**src/include/wbi_pkg.sv**
```systemverilog
// package: constants and functions for the processor write bus and write buffer
package wbi_pkg;
    localparam int ADW = 64;
    localparam int CMDW = 9;
    localparam int BEW = 8;
    // command field positions
    localparam int CMD_KIND_HI = 8;
    localparam int CMD_KIND_LO = 5;
    localparam logic [3:0] CMD_KIND_WRITE = 4'h2;
    localparam logic [CMDW-1:0] CMD_BLOCK8_WR = 9'h051;
    localparam logic [CMDW-1:0] CMD_DATA_LAST = 9'h010;
    localparam logic [CMDW-1:0] CMD_DATA_MORE = 9'h000;
    // single write size field: command bits 2:0 give byte count minus one
    localparam int CMD_SIZE_HI = 2;
    localparam int CMD_SIZE_LO = 0;
    localparam int CMD_BLOCK_BIT = 4;
    localparam int CMD_LAST_BIT = 4;
    localparam logic [CMDW-1:0] CMD_SINGLE_WR_BASE = 9'h048;
    localparam int DW_BYTES = 8;
    localparam logic [ADW-1:0] DW_STEP = 64'h0000000000000008;
    localparam int PAT_W = 4;
    localparam int RDY_LAG = 2;
    localparam int RCLK_LEAD_PCT = 25;
    localparam real CLK_PERIOD_NS = 5.0;
    localparam logic [PAT_W-1:0] PAT_RESERVED_MIN = 4'h9;
    localparam logic [CMDW-1:0] CMD_IDLE = 9'h000;

    // data rate pattern: bitmask of data slots, period in clocks
    function automatic logic [7:0] pat_mask(input logic [PAT_W-1:0] code);
        case (code)
            4'h0: pat_mask = 8'h01;
            4'h1: pat_mask = 8'h03;
            4'h2: pat_mask = 8'h03;
            4'h3: pat_mask = 8'h05;
            4'h4: pat_mask = 8'h03;
            4'h5: pat_mask = 8'h03;
            4'h6: pat_mask = 8'h09;
            4'h7: pat_mask = 8'h03;
            4'h8: pat_mask = 8'h11;
            default: pat_mask = 8'h01;
        endcase
    endfunction

    function automatic logic [3:0] pat_len(input logic [PAT_W-1:0] code);
        case (code)
            4'h0: pat_len = 4'h1;
            4'h1: pat_len = 4'h3;
            4'h2: pat_len = 4'h4;
            4'h3: pat_len = 4'h4;
            4'h4: pat_len = 4'h5;
            4'h5: pat_len = 4'h6;
            4'h6: pat_len = 4'h6;
            4'h7: pat_len = 4'h8;
            4'h8: pat_len = 4'h8;
            default: pat_len = 4'h1;
        endcase
    endfunction

    // byte lane enables from size and low address, both endians
    function automatic logic [BEW-1:0] lane_en(input logic [2:0] sz_m1, input logic [2:0] off,
                                               input logic big_end);
        logic [BEW-1:0] m;
        logic [3:0] lo;
        m = 8'h00;
        lo = big_end ? (4'(DW_BYTES) - 4'(off) - 4'(sz_m1) - 4'h1) : 4'(off);
        for (int i = 0; i < BEW; i++) begin
            if (4'(i) >= lo && 4'(i) <= lo + 4'(sz_m1)) begin
                m[i] = 1'b1;
            end
        end
        lane_en = m;
    endfunction
endpackage

```
**src/include/wbi_if.sv**
```systemverilog
// interface: processor system write bus between cpu end and buffer end
`timescale 1ns/1ps
`default_nettype none
interface wbi_if;
    import wbi_pkg::*;
    logic [ADW-1:0] address_data_bus;
    logic [CMDW-1:0] system_command_bus;
    logic out_valid_strobe;
    logic write_accept_ready;
    logic read_accept_ready;
    modport cpu (output address_data_bus, output system_command_bus, output out_valid_strobe,
                 input write_accept_ready, input read_accept_ready);
    modport buf_end (input address_data_bus, input system_command_bus, input out_valid_strobe,
                     output write_accept_ready, output read_accept_ready);
endinterface
`default_nettype wire

```
**src/hdl/wbi_cpu_end.sv**
```systemverilog
// cpu end: issues single and block writes on the multiplexed bus
// ****************************************************************
// Function
// buffer takes writes on strobe plus command
// block write command is 001010001
// buffer holds ready low when not able
// ready acted on two clocks later
// base address with the write command
// block data in rising doubleword order
// buffer latches and increments address
// first data after variable delay
// remaining data follow reset pattern
// no idle guaranteed after last data
// buffer absorbs data it cannot retire
// buffer reports write errors externally
// narrow writes drive all byte lanes
// buffer holds whole largest block; code takes a block with up to 6 words queued, overrunning its 8 entries
// buffer depth equals block size; DEPTH is 8, twice the 4-word block
// dynamic memory holds ready during precharge
// buffer builds lane enables from command
// no unaligned writes
// five-to-eight bytes anchor at 0 or 7
// one-to-four bytes anchor at 0 or 3
// early receive clock leads by quarter; code has no receive clock, both ends use the rising clock edge
// pattern code selects data rhythm
// buffer drops read ready during write
// buffer retires in order, flags full
// ****************************************************************
`timescale 1ns/1ps
`default_nettype none
module wbi_cpu_end
    import wbi_pkg::*;
#(
    parameter int BLOCK_WORDS = 4
) (
    input wire logic clock,
    input wire logic rst,
    wbi_if.cpu bus,
    input wire logic [PAT_W-1:0] pattern_code,
    input wire logic big_endian,
    input wire logic req_valid,
    output logic req_ready,
    input wire logic req_block,
    input wire logic [ADW-1:0] req_addr,
    input wire logic [2:0] req_size_m1,
    input wire logic [3:0] req_first_gap,
    input wire logic [BLOCK_WORDS*ADW-1:0] req_data,
    output logic busy
);
    typedef enum logic [2:0] {ST_IDLE, ST_ADDR, ST_GAP, ST_DATA} wbi_cst_t;
    typedef struct packed {
        wbi_cst_t st;
        logic [PAT_W-1:0] pat;
        logic rdy1;
        logic [1:0] hold;
        logic block;
        logic [ADW-1:0] addr;
        logic [2:0] sz;
        logic [3:0] gap;
        logic [BLOCK_WORDS*ADW-1:0] data;
        logic [4:0] idx;
        logic [3:0] phase;
        logic [ADW-1:0] ad;
        logic [CMDW-1:0] cmd;
        logic vld;
        logic [ADW-1:0] junk;
    } wbi_cstate_t;

    wbi_cstate_t s_r;
    wbi_cstate_t s_nxt;
    logic [2:0] off;
    logic [2:0] asz;
    logic [7:0] pm;

    function automatic logic [CMDW-1:0] size_cmd(input logic [2:0] sz);
        size_cmd = {6'h00, sz};
    endfunction

    // alignment: clamp low address so access stays in one word or doubleword
    always_comb begin
        asz = req_size_m1;
        off = req_addr[2:0];
        if (asz >= 3'h4) begin
            off = 3'h0;
        end else begin
            off = {req_addr[2], 2'h0};
        end
    end

    // ****************************************************************
    // transaction engine
    // ****************************************************************
    always_comb begin
        s_nxt = s_r;
        s_nxt.rdy1 = bus.write_accept_ready;
        s_nxt.vld = 1'b0;
        s_nxt.cmd = CMD_IDLE;
        pm = pat_mask(s_r.pat);
        case (s_r.st)
            ST_IDLE: begin
                if (req_valid) begin
                    s_nxt.block = req_block;
                    s_nxt.sz = asz;
                    s_nxt.gap = req_first_gap;
                    s_nxt.data = req_data;
                    s_nxt.idx = 5'h00;
                    s_nxt.addr = req_block ? {req_addr[ADW-1:3], 3'h0}
                                           : {req_addr[ADW-1:3], off};
                    s_nxt.hold = 2'h0;
                    s_nxt.st = ST_ADDR;
                end else begin
                    s_nxt.pat = (pattern_code >= PAT_RESERVED_MIN) ? 4'h0 : pattern_code;
                end
            end
            ST_ADDR: begin
                s_nxt.vld = 1'b1;
                s_nxt.ad = s_r.addr;
                s_nxt.cmd = s_r.block ? CMD_BLOCK8_WR
                                      : (CMD_SINGLE_WR_BASE | size_cmd(s_r.sz));
                if (s_r.hold != 2'(RDY_LAG - 1)) begin
                    s_nxt.hold = s_r.hold + 2'h1;
                end else if (s_r.rdy1) begin
                    s_nxt.st = ST_GAP;
                end
            end
            ST_GAP: begin
                s_nxt.ad = s_r.junk;
                if (s_r.gap == 4'h0) begin
                    s_nxt.phase = 4'h0;
                    s_nxt.st = ST_DATA;
                end else begin
                    s_nxt.gap = s_r.gap - 4'h1;
                end
            end
            ST_DATA: begin
                s_nxt.phase = (s_r.phase + 4'h1 >= pat_len(s_r.pat)) ? 4'h0 : s_r.phase + 4'h1;
                if (s_r.idx == 5'h00 || pm[s_r.phase[2:0]]) begin
                    s_nxt.vld = 1'b1;
                    s_nxt.ad = s_r.data[ADW-1:0];
                    s_nxt.data = s_r.data >> ADW;
                    s_nxt.junk = s_r.data[ADW-1:0];
                    s_nxt.idx = s_r.idx + 5'h01;
                    s_nxt.cmd = (!s_r.block || s_r.idx == 5'(BLOCK_WORDS - 1))
                                ? CMD_DATA_LAST : CMD_DATA_MORE;
                    if (s_nxt.cmd == CMD_DATA_LAST) begin
                        s_nxt.st = ST_IDLE;
                    end
                end
            end
            default: s_nxt.st = ST_IDLE;
        endcase
    end

    always_ff @(posedge clock or posedge rst) begin
        if (rst) begin
            s_r <= '0;
        end else begin
            s_r <= s_nxt;
        end
    end

    assign req_ready = (s_r.st == ST_IDLE);
    assign busy = (s_r.st != ST_IDLE);
    assign bus.address_data_bus = s_r.ad;
    assign bus.system_command_bus = s_r.cmd;
    assign bus.out_valid_strobe = s_r.vld;
endmodule
`default_nettype wire

```
**src/flat_wrapper.sv**
```systemverilog
// flat-port wrapper written by rule: the top's interface ports become plain ports
module wbi_cpu_end_flat import wbi_pkg::*;
#(
    parameter int BLOCK_WORDS = 4
)
  (clock, rst, pattern_code, big_endian, req_valid, req_ready, req_block, req_addr, req_size_m1, req_first_gap, req_data, busy, bus_address_data_bus, bus_system_command_bus, bus_out_valid_strobe, bus_write_accept_ready, bus_read_accept_ready);
  wbi_if bus_i ();
  input wire logic clock;
  input wire logic rst;
  input wire logic [PAT_W-1:0] pattern_code;
  input wire logic big_endian;
  input wire logic req_valid;
  output logic req_ready;
  input wire logic req_block;
  input wire logic [ADW-1:0] req_addr;
  input wire logic [2:0] req_size_m1;
  input wire logic [3:0] req_first_gap;
  input wire logic [BLOCK_WORDS*ADW-1:0] req_data;
  output logic busy;
  output wire logic [$bits(bus_i.address_data_bus)-1:0] bus_address_data_bus;
  output wire logic [$bits(bus_i.system_command_bus)-1:0] bus_system_command_bus;
  output wire logic [$bits(bus_i.out_valid_strobe)-1:0] bus_out_valid_strobe;
  input wire logic [$bits(bus_i.write_accept_ready)-1:0] bus_write_accept_ready;
  input wire logic [$bits(bus_i.read_accept_ready)-1:0] bus_read_accept_ready;
  assign bus_address_data_bus = bus_i.address_data_bus;
  assign bus_system_command_bus = bus_i.system_command_bus;
  assign bus_out_valid_strobe = bus_i.out_valid_strobe;
  assign bus_i.write_accept_ready = bus_write_accept_ready;
  assign bus_i.read_accept_ready = bus_read_accept_ready;
  wbi_cpu_end #(.BLOCK_WORDS(BLOCK_WORDS)) u_core (.clock(clock), .rst(rst), .bus(bus_i), .pattern_code(pattern_code), .big_endian(big_endian), .req_valid(req_valid), .req_ready(req_ready), .req_block(req_block), .req_addr(req_addr), .req_size_m1(req_size_m1), .req_first_gap(req_first_gap), .req_data(req_data), .busy(busy));
endmodule
```
**config.mk**
```make
export PLATFORM = sky130hd
export DESIGN_NAME = wbi_cpu_end_flat
export DESIGN_NICKNAME = d
export VERILOG_FILES = /design/src/include/wbi_pkg.sv /design/src/include/wbi_if.sv /design/src/hdl/wbi_cpu_end.sv /design/src/flat_wrapper.sv
export SDC_FILE = /design/constraint.sdc
export NUM_CORES = 1
export LEC_CHECK = 0
export ABC_AREA = 1
export ABC_CLOCK_PERIOD_IN_PS = 46300
export BUFFER_PORTS_ARGS = -buffer_cell sky130_fd_sc_hd__buf_2
export CORE_MARGIN = 1
export CORE_UTILIZATION = 30
export CTS_BUF_LIST = sky130_fd_sc_hd__clkbuf_2
export DETAILED_ROUTE_END_ITERATION = 10
export GPL_TIMING_DRIVEN = 0
export PLACE_DENSITY = 0.55
export SETUP_SLACK_MARGIN = 0.5
export SLEW_MARGIN = 30
export SYNTH_ARGS = -nofsm -noshare
export SYNTH_HDL_FRONTEND = slang
export SYNTH_SLANG_ARGS = --single-unit
export TNS_END_PERCENT = 5
```
**constraint.sdc**
```tcl
create_clock -name clock -period 46.3 [get_ports clock]
set_clock_uncertainty 0.15 [all_clocks]
set_input_delay 6.945 -clock clock [delete_from_list [all_inputs] [get_ports clock]]
set_output_delay 6.945 -clock clock [all_outputs]
set_load 0.01 [all_outputs]
```
### After elaboration in Yosys (flattened, before gate mapping)

Memory sizes are Yosys's and may differ from the RTL's.
Index checks and enable logic that the tools add are counted.

* memories kept: 2
* input port bits: 338
* output and inout port bits: 76
* word-level logic and storage cells: 89
* bits in registers: 485
* memory bits (read-only): 128

Memories
* (no name shown): words 16, width 4, read ports 1, clocked after Yosys merged registers in 0, write ports 0, RTL line wbi_pkg.sv:30 `case (code)`
* (no name shown): words 16, width 4, read ports 1, clocked after Yosys merged registers in 0, write ports 0, RTL line wbi_pkg.sv:45 `case (code)`

* add/sub/neg operators: 4
* equal/unequal tests: 14
* reductions and logical operators: 21
* bitwise logic cells: 1
* order comparisons: 4
* muxes and demuxes: 28

Operators by type and width (count)
* $pmux W261 S2: 1
* $mux W335: 1
* $mux W261: 1
* $pmux W64 S3: 1
* $mux W138: 1
* $mux W3: 8
* $mux W4: 5
* $pmux W10 S2: 1
* $pmux W4 S2: 2
* $ne A2 B1 Y1 const B: 6
* $pmux W3 S4: 1
* $mux W5: 2
* $reduce_and A2 Y1: 5
* $eq A9 B5 Y1 const B: 1
* $reduce_and A3 Y1: 3
* $reduce_bool A2 Y1: 4
* $eq A3 B2 Y1 const B: 2
* $ne A2 B2 Y1 const B: 3
* $reduce_and A6 Y1: 1
* $reduce_bool A3 Y1: 2
* $add A5 B1 Y5 const B: 1
* $eq A5 B2 Y1 const B: 1
* $logic_not A5 Y1: 1
* $add A4 B1 Y4 const B: 1
* other kinds (16): 17

### Depth between registers and ports, before layout

Gate-level depths: netlist of the first run.

* depth in word-level cells: 7
* gate-level depth with buffers: 13
* gate-level depth less buffers: 12

### Worst setup path before layout of the first run

Ideal clock, no wire load.

* path type: input to register
* start: in req_valid
* end: reg u_core.s_r[308] (netlist bit)
* buffers on the path: 3
* setup time: 130 ps
* required time: 46020 ps
* stages on the path: 10
* arrival: 7893 ps
* path slack: 38126 ps
* cells stage by stage: inv_1 > nand2_1 > inv_1 > a21oi_1 > nand2_2 > buf_6 > buf_6 > buf_6 > nand2_1 > o21ai_0

* word-level cells in the longest chain between the ends: 2

Ends and longest elaborated chain
* from (decl): RTL line flat_wrapper.sv:12 `input wire logic req_valid;`
* $ne A2 B2 Y1 (no line)
* $reduce_and A3 Y1 (no line)
* to (signal assigned): RTL line wbi_cpu_end.sv:158 `s_r <= s_nxt;`
* to (decl): RTL line wbi_cpu_end.sv:69 `wbi_cstate_t s_r;`

Every way passes these cells.
A chain may end at the register's enable or synchronous reset.

### Worst setup path in the final report of the first run

* start: reg u_core.s_r[482] (netlist bit)
* end: out busy

* word-level cells in the longest chain between the ends: 1

Ends and longest elaborated chain
* $reduce_bool A3 Y1: RTL line wbi_cpu_end.sv:163 `assign busy = (s_r.st != ST_IDLE);`
* to (decl): RTL line flat_wrapper.sv:19 `output logic busy;`

Every way passes these cells.

==> flow_summary.yaml, run 1 <==
layout:
  area_growth_pct: 21.3
  fin_area_mm2: 0.0267
  nets: 3337
  utilization_pct: 36.7
  drive_gt1_share_pct: 27.7
timing:
  fin_crit_sh_pct: 20.4
  rsz0062_at_grt: "no"
  post-route-min-period_ps: 9430
  hold_viol: 0
  setup_tns_ps: 0
  slew-limit-headroom_pct: 33.6
  fmax_mhz: 106
  drv_slew: 0
  setup_violations: 0
  max_slew.worst_pin.slew_ps: 995
detailed_routing:
  antenna_left: 0
  wl_per_cell_um: 19.4
  wl_um: 78600
  vias_per_cell: 4.72
  drt_iter0_markers: 1162
  dr.pass1.iters: 5
  num_vias: 19100
  drc_errors: 0
clock_network:
  clk_latency_ps: 1230
  max-clock-path-buffers: 3
  htreeDepth: 4
  cts_setup_buffers: 0
  cts_tree: "done"
  cts.sinks: 479
  cts_made_buffers: 135
  root_buffer: "clkbuf_2"
  cts_resized: 0
  clk_pin_slew_worst_paths_ps: 100
  cts-hold-fix-buffers: 0
placed_design:
  post-dp-hpwl_um: 60100
  dpl-instance-area_mm2: 0.0254
  port_buffers: 406
  gp_congestion: 0.854
setup_path:
  worstSetupPathType: "reg -> out"
  worstPathArrival_ps: 2330
  end_kind: "output pin"
  path_max_fanout: 6
  critical_path_required_ps: 39200
  start_kind: "flip-flop"
outcome:
  status: "complete, no violations"
logic_synthesis:
  synth_warnings: 0
  synth_ff_type: "dfrtp_1"
  synth_cell_types: 35
  synth_seq_area_share_pct: 54.4
  async_reset_ff_share_pct: 100
  synth_cells: 2430
  syn_area_mm2: 0.0220
  ys_seq_elements: 479
  post_synth.cell_area_avg_um2: 9.07
  synth_edf_count: 0
worst_hold_path:
  worstHoldPathType: "reg -> reg"
floorplanning:
  num_rows: 99
  die_h_um: 273
  die_area_mm2: 0.0745
  core_area_mm2: 0.0728
  initial_core_util_pct: 30.3
  fp.dieW_um: 273
  num_io_pins: 414
power_and_ir_drop:
  power.density_mw_per_mm2: 72.6
  p_leak_nw: 13.4
  ir_drop_v: 0.0000221
global_route:
  antenna_found_initial: 25
  grt_pass1_wl_um: 117000
  grt_overflow: 0
  first_global_vias: 19500
  grt_start_max_net_pins: 89
  grt_usage_pct: 21.1
flow_run:
  drv_cap: 0
-- sequential cells by signal, indices dropped and copies added (netlist names) --
signal / flops
u_core.s_r: 408
u_core.bus.address_data_bus: 64
u_core.bus.system_command_bus: 6
u_core.bus.out_valid_strobe: 1
-- Yosys cell counts, types with 3 or more instances --
master,instances,area (um2)
inv_1,73,274
a31oi_1,3,18.8
nand3_1,82,410
clkbuf_1,99,372
buf_2,27,135
o21ai_1,114,571
nand2_1,731,2740
nand3_2,3,30.0
o21ai_2,80,701
xor2_1,4,35.0
buf_4,78,586
dfrtp_1,479,12000
ha_1,18,225
inv_2,3,11.3
buf_6,40,450
nand2_2,3,18.8
o21ai_0,124,621
buf_1,4,15.0
nor2_1,144,541
a21oi_1,48,240
a22oi_1,255,1910
-- per-stage QoR --
step           instances  setup slack (ps)  power [W]  hold slack, ps
6_report            4048             36870    0.00194             331
2_1_floorplan       2432             25840    0.00132             292
5_1_grt             4045             36640    0.00211             356
3_5_place_dp        3803             37090    0.00164             309
4_1_cts             4039             36650    0.00197             334
3_3_place_gp        3797             19680    0.00162             304
-- worst max-delay path: stages, from the launching register on --
cell	delay, ps
dfrtp_1	430
inv_1	100
ha_1	320
inv_1	110
buf_2	150
-- worst paths after layout --
path / from / end / slack (ps) / cells after the start
setup / recovery: u_core.s_r[482] / busy / 36870 / 4
hold / removal: u_core.s_r[42] / u_core.s_r[42] / 330 / 2
setup reg to reg: u_core.s_r[482] / u_core.s_r[242] / 43280 / 6
hold reg to reg: u_core.s_r[42] / u_core.s_r[42] / 330 / 2
max in group asynchronous: rst / u_core.s_r[52] / 38610 / 6
min in group asynchronous: rst / u_core.s_r[409] / 5530 / 2
-- area by class of cell --
cell class | instances | area [um2]
Timing Repair Buffer | 412 | 2200
Fill cell | 7836 | 46100
Buffer | 249 | 1570
Antenna cell | 9 | 22.5
Sequential cell | 479 | 12000
Multi-Input combinational cell | 1627 | 8190
Clock inverter | 48 | 310
Tap cell | 959 | 1200
Inverter | 77 | 297
Clock buffer | 188 | 941
-- layer usage --
metal  wire [um]  GRT usage [%]  up-vias
li1            -              -     9289
met1       35100           27.3     9175
met2       37400           34.1      480
met3        3990           5.07      146
met4        1960           7.51       30
met5         195              0        -
-- layout by cell type (no fill, tap or decap), types with 4 or more instances in the layout --
cell type,count
buf_16,6
o21ai_0,124
a21oi_1,48
nand2_1,731
buf_6,40
clkinv_1,34
xor2_1,4
bufinv_16,4
ha_1,18
buf_1,4
buf_4,78
a22oi_1,255
clkbuf_1,99
nand3_1,82
inv_2,6
buf_2,433
o21ai_1,114
diode_2,9
nor2_1,144
o21ai_2,80
inv_1,72
dfrtp_1,479
clkbuf_2,188
-- logic make-up after synthesis --
family,Yosys count,synth area share [%]
AND/OR/NAND/NOR,970,17.2
AO/OA/AOI/OAI,630,18.7
flip-flops,479,54.4
buffers and inverters,326,8.45
adder cells (fa/ha/maj),18,1.02
XOR/XNOR,5,0.199
other,1,0.0170
multiplexers,1,0.0454
-- report_power, final --
part | switching, W | internal (W)
Sequential | 0.000107 | 0.000597
Combinational | 0.000582 | 0.000332
Clock | 0.000190 | 0.000133
Total | 0.000879 | 0.00106
(Power assumes the default switching activity.)
==> inputs of run 2 (changes only) <==
--- a/config.mk
+++ b/config.mk
@@ -6,7 +6,7 @@
 export NUM_CORES = 1
 export LEC_CHECK = 0
 export ABC_AREA = 1
-export ABC_CLOCK_PERIOD_IN_PS = 46300
+export ABC_CLOCK_PERIOD_IN_PS = 9300
 export BUFFER_PORTS_ARGS = -buffer_cell sky130_fd_sc_hd__buf_2
 export CORE_MARGIN = 1
 export CORE_UTILIZATION = 30
==> constraint.sdc (replaced) <==
create_clock -name clock -period 9.3 [get_ports clock]
set_clock_uncertainty 0.15 [all_clocks]
set_input_delay 1.395 -clock clock [delete_from_list [all_inputs] [get_ports clock]]
set_output_delay 1.395 -clock clock [all_outputs]
set_load 0.01 [all_outputs]
==> run 2 against run 1 <==
Net effect:
- first-iteration DRC count rose by 5.4%
- clock-buffer cell count rose by 2
- critical endpoint unchanged
- largest cell class unchanged
- cell count rose by 0.49%
- flip-flop and latch count did not move
- sequential share of layout area fell by 0.65 points
- hold slack got worse by 120 ps
- routed wire length barely moved
- via count fell by 0.52%
- combinational power rose to 5.0 times the previous value
==> flow_summary.yaml, run 2 (synthesized netlist as in run 1, its figures left out) <==
layout:
  nets: 3369
  largest_reg_flops: 408
  mostFrequentLayoutCell: "nand2_1"
  top_register: "u_core.s_r"
  drive_gt1_share_pct: 28.0
  utilization_pct: 37.2
  final_cell_mix: "nand2_1, dfrtp_1, buf_2, a22oi_1, clkbuf_2"
  area_growth_pct: 23.0
power_and_ir_drop:
  power_frac_seq_pct: 36.5
  combPwrFrac_pct: 47.1
  p_clk_share_pct: 16.4
  power_switching_w: 0.00435
  switching_share_pct: 45.1
  p_leak_nw: 13.6
  ir_drop_v: 0.000106
  power.density_mw_per_mm2: 356
  p_int_w: 0.00530
setup_path:
  start_kind: "flip-flop"
  r2r_end: "u_core.s_r[171]"
  r2r_cells: 7
  path_max_fanout: 6
  rrSetupSlack_ps: 6440
  end_kind: "output pin"
  rr_startpoint: "u_core.s_r[482]"
  worstSetupPathType: "reg -> out"
  worstPathArrival_ps: 2370
  critical_path_required_ps: 7760
detailed_routing:
  antenna_left: 0
  drt-met1-wl_um: 34800
  wl_met3_um: 4410
  route.met2.wl_um: 37200
  wl_per_cell_um: 19.3
  wl_um: 78600
  vias_per_cell: 4.68
  highest_layer: "met5"
  num_vias: 19000
  drc_errors: 0
  drt_iter0_markers: 1225
  dr.pass1.iters: 5
worst_hold_path:
  hold-path-endpoint: "u_core.s_r[448]"
  min_from: "req_addr[38]"
  worstHoldPathType: "in -> reg"
  holdPathStages: 3
floorplanning:
  num_io_pins: 414
  initial_core_util_pct: 30.3
  die_h_um: 273
  num_rows: 99
  die_area_mm2: 0.0745
  fp.dieW_um: 273
  core_area_mm2: 0.0728
timing:
  fin_crit_sh_pct: 42.1
  fmax_mhz: 255
  hold_viol: 0
  drv_slew: 0
  worst_slack_ps: 5380
  timing.hold.ws_ps: 208
  setup_tns_ps: 0
  post-route-min-period_ps: 3920
  slew-limit-headroom_pct: 45.1
  setup_violations: 0
  rsz0062_at_grt: "no"
  max_slew.worst_pin.slew_ps: 824
outcome:
  status: "complete, no violations"
global_route:
  grt_pass1_wl_um: 118000
  grt_usage_pct: 21.2
  grt_overflow: 0
  first_global_vias: 19500
  grt_start_max_net_pins: 30
  antenna_found_initial: 23
clock_network:
  cts_resized: 0
  max-clock-path-buffers: 3
  clk_latency_ps: 1250
  cts_made_buffers: 135
  cts-hold-fix-buffers: 18
  cts_tree: "done"
  cts.sinks: 479
  clk_pin_slew_worst_paths_ps: 100
  cts_setup_buffers: 0
  htreeDepth: 4
  root_buffer: "clkbuf_2"
placed_design:
  post-dp-hpwl_um: 61300
  dpl_worst_slack_ps: 5660
  port_buffers: 406
  gp_congestion: 0.848
flow_run:
  drv_cap: 0
## run 2: metal layers
| layer | vias up | global-route usage, % |
|---|---|---|
| li1 | 9341 | - |
| met1 | 8978 | 27.3 |
| met2 | 516 | 34.3 |
| met3 | 156 | 5.39 |
| met4 | 30 | 7.34 |
| met5 | - | 0 |
## run 2: metrics by stage
stage                     power, W  cell area [um2]  std cells
after floorplan            0.00658            22000       2432
after global placement     0.00808            25300       3797
after detailed placement   0.00816            25700       3817
after CTS                  0.00980            27100       4063
after global routing        0.0105            27100       4066
final                      0.00965            27100       4068
## run 2: worst max-delay path by stage
stage                    startpoint                               to  cells past startpoint
floorplan                       rst   u_core.bus.address_data_bus[0]                      1
global placement                rst  u_core.bus.address_data_bus[36]                      2
detailed placement        req_valid                  u_core.s_r[171]                      7
CTS                 u_core.s_r[482]                             busy                      4
global route        u_core.s_r[482]                             busy                      4
finish              u_core.s_r[482]                             busy                      4
## run 2: final cells by class
class,count,area [um2]
Buffer,249,1570
Clock inverter,38,258
Timing Repair Buffer,444,2640
Tap cell,959,1200
Multi-Input combinational cell,1627,8190
Antenna cell,5,12.5
Clock buffer,190,951
Fill cell,7806,45700
Sequential cell,479,12000
Inverter,77,293
## run 2: worst max-delay path, cell delays in order, from the launching register on
cell and delay (ps):
dfrtp_1 430, inv_1 90, ha_1 320, inv_1 120, buf_2 160
## run 2: power groups by stage
stage / registers (W) / logic, W / clock network, W
after global routing: 0.00361 / 0.00511 / 0.00176
after global placement: 0.00354 / 0.00454 / 0
after floorplan: 0.00336 / 0.00322 / 0
after CTS: 0.00351 / 0.00463 / 0.00166
final: 0.00352 / 0.00455 / 0.00158
after detailed placement: 0.00354 / 0.00462 / 0
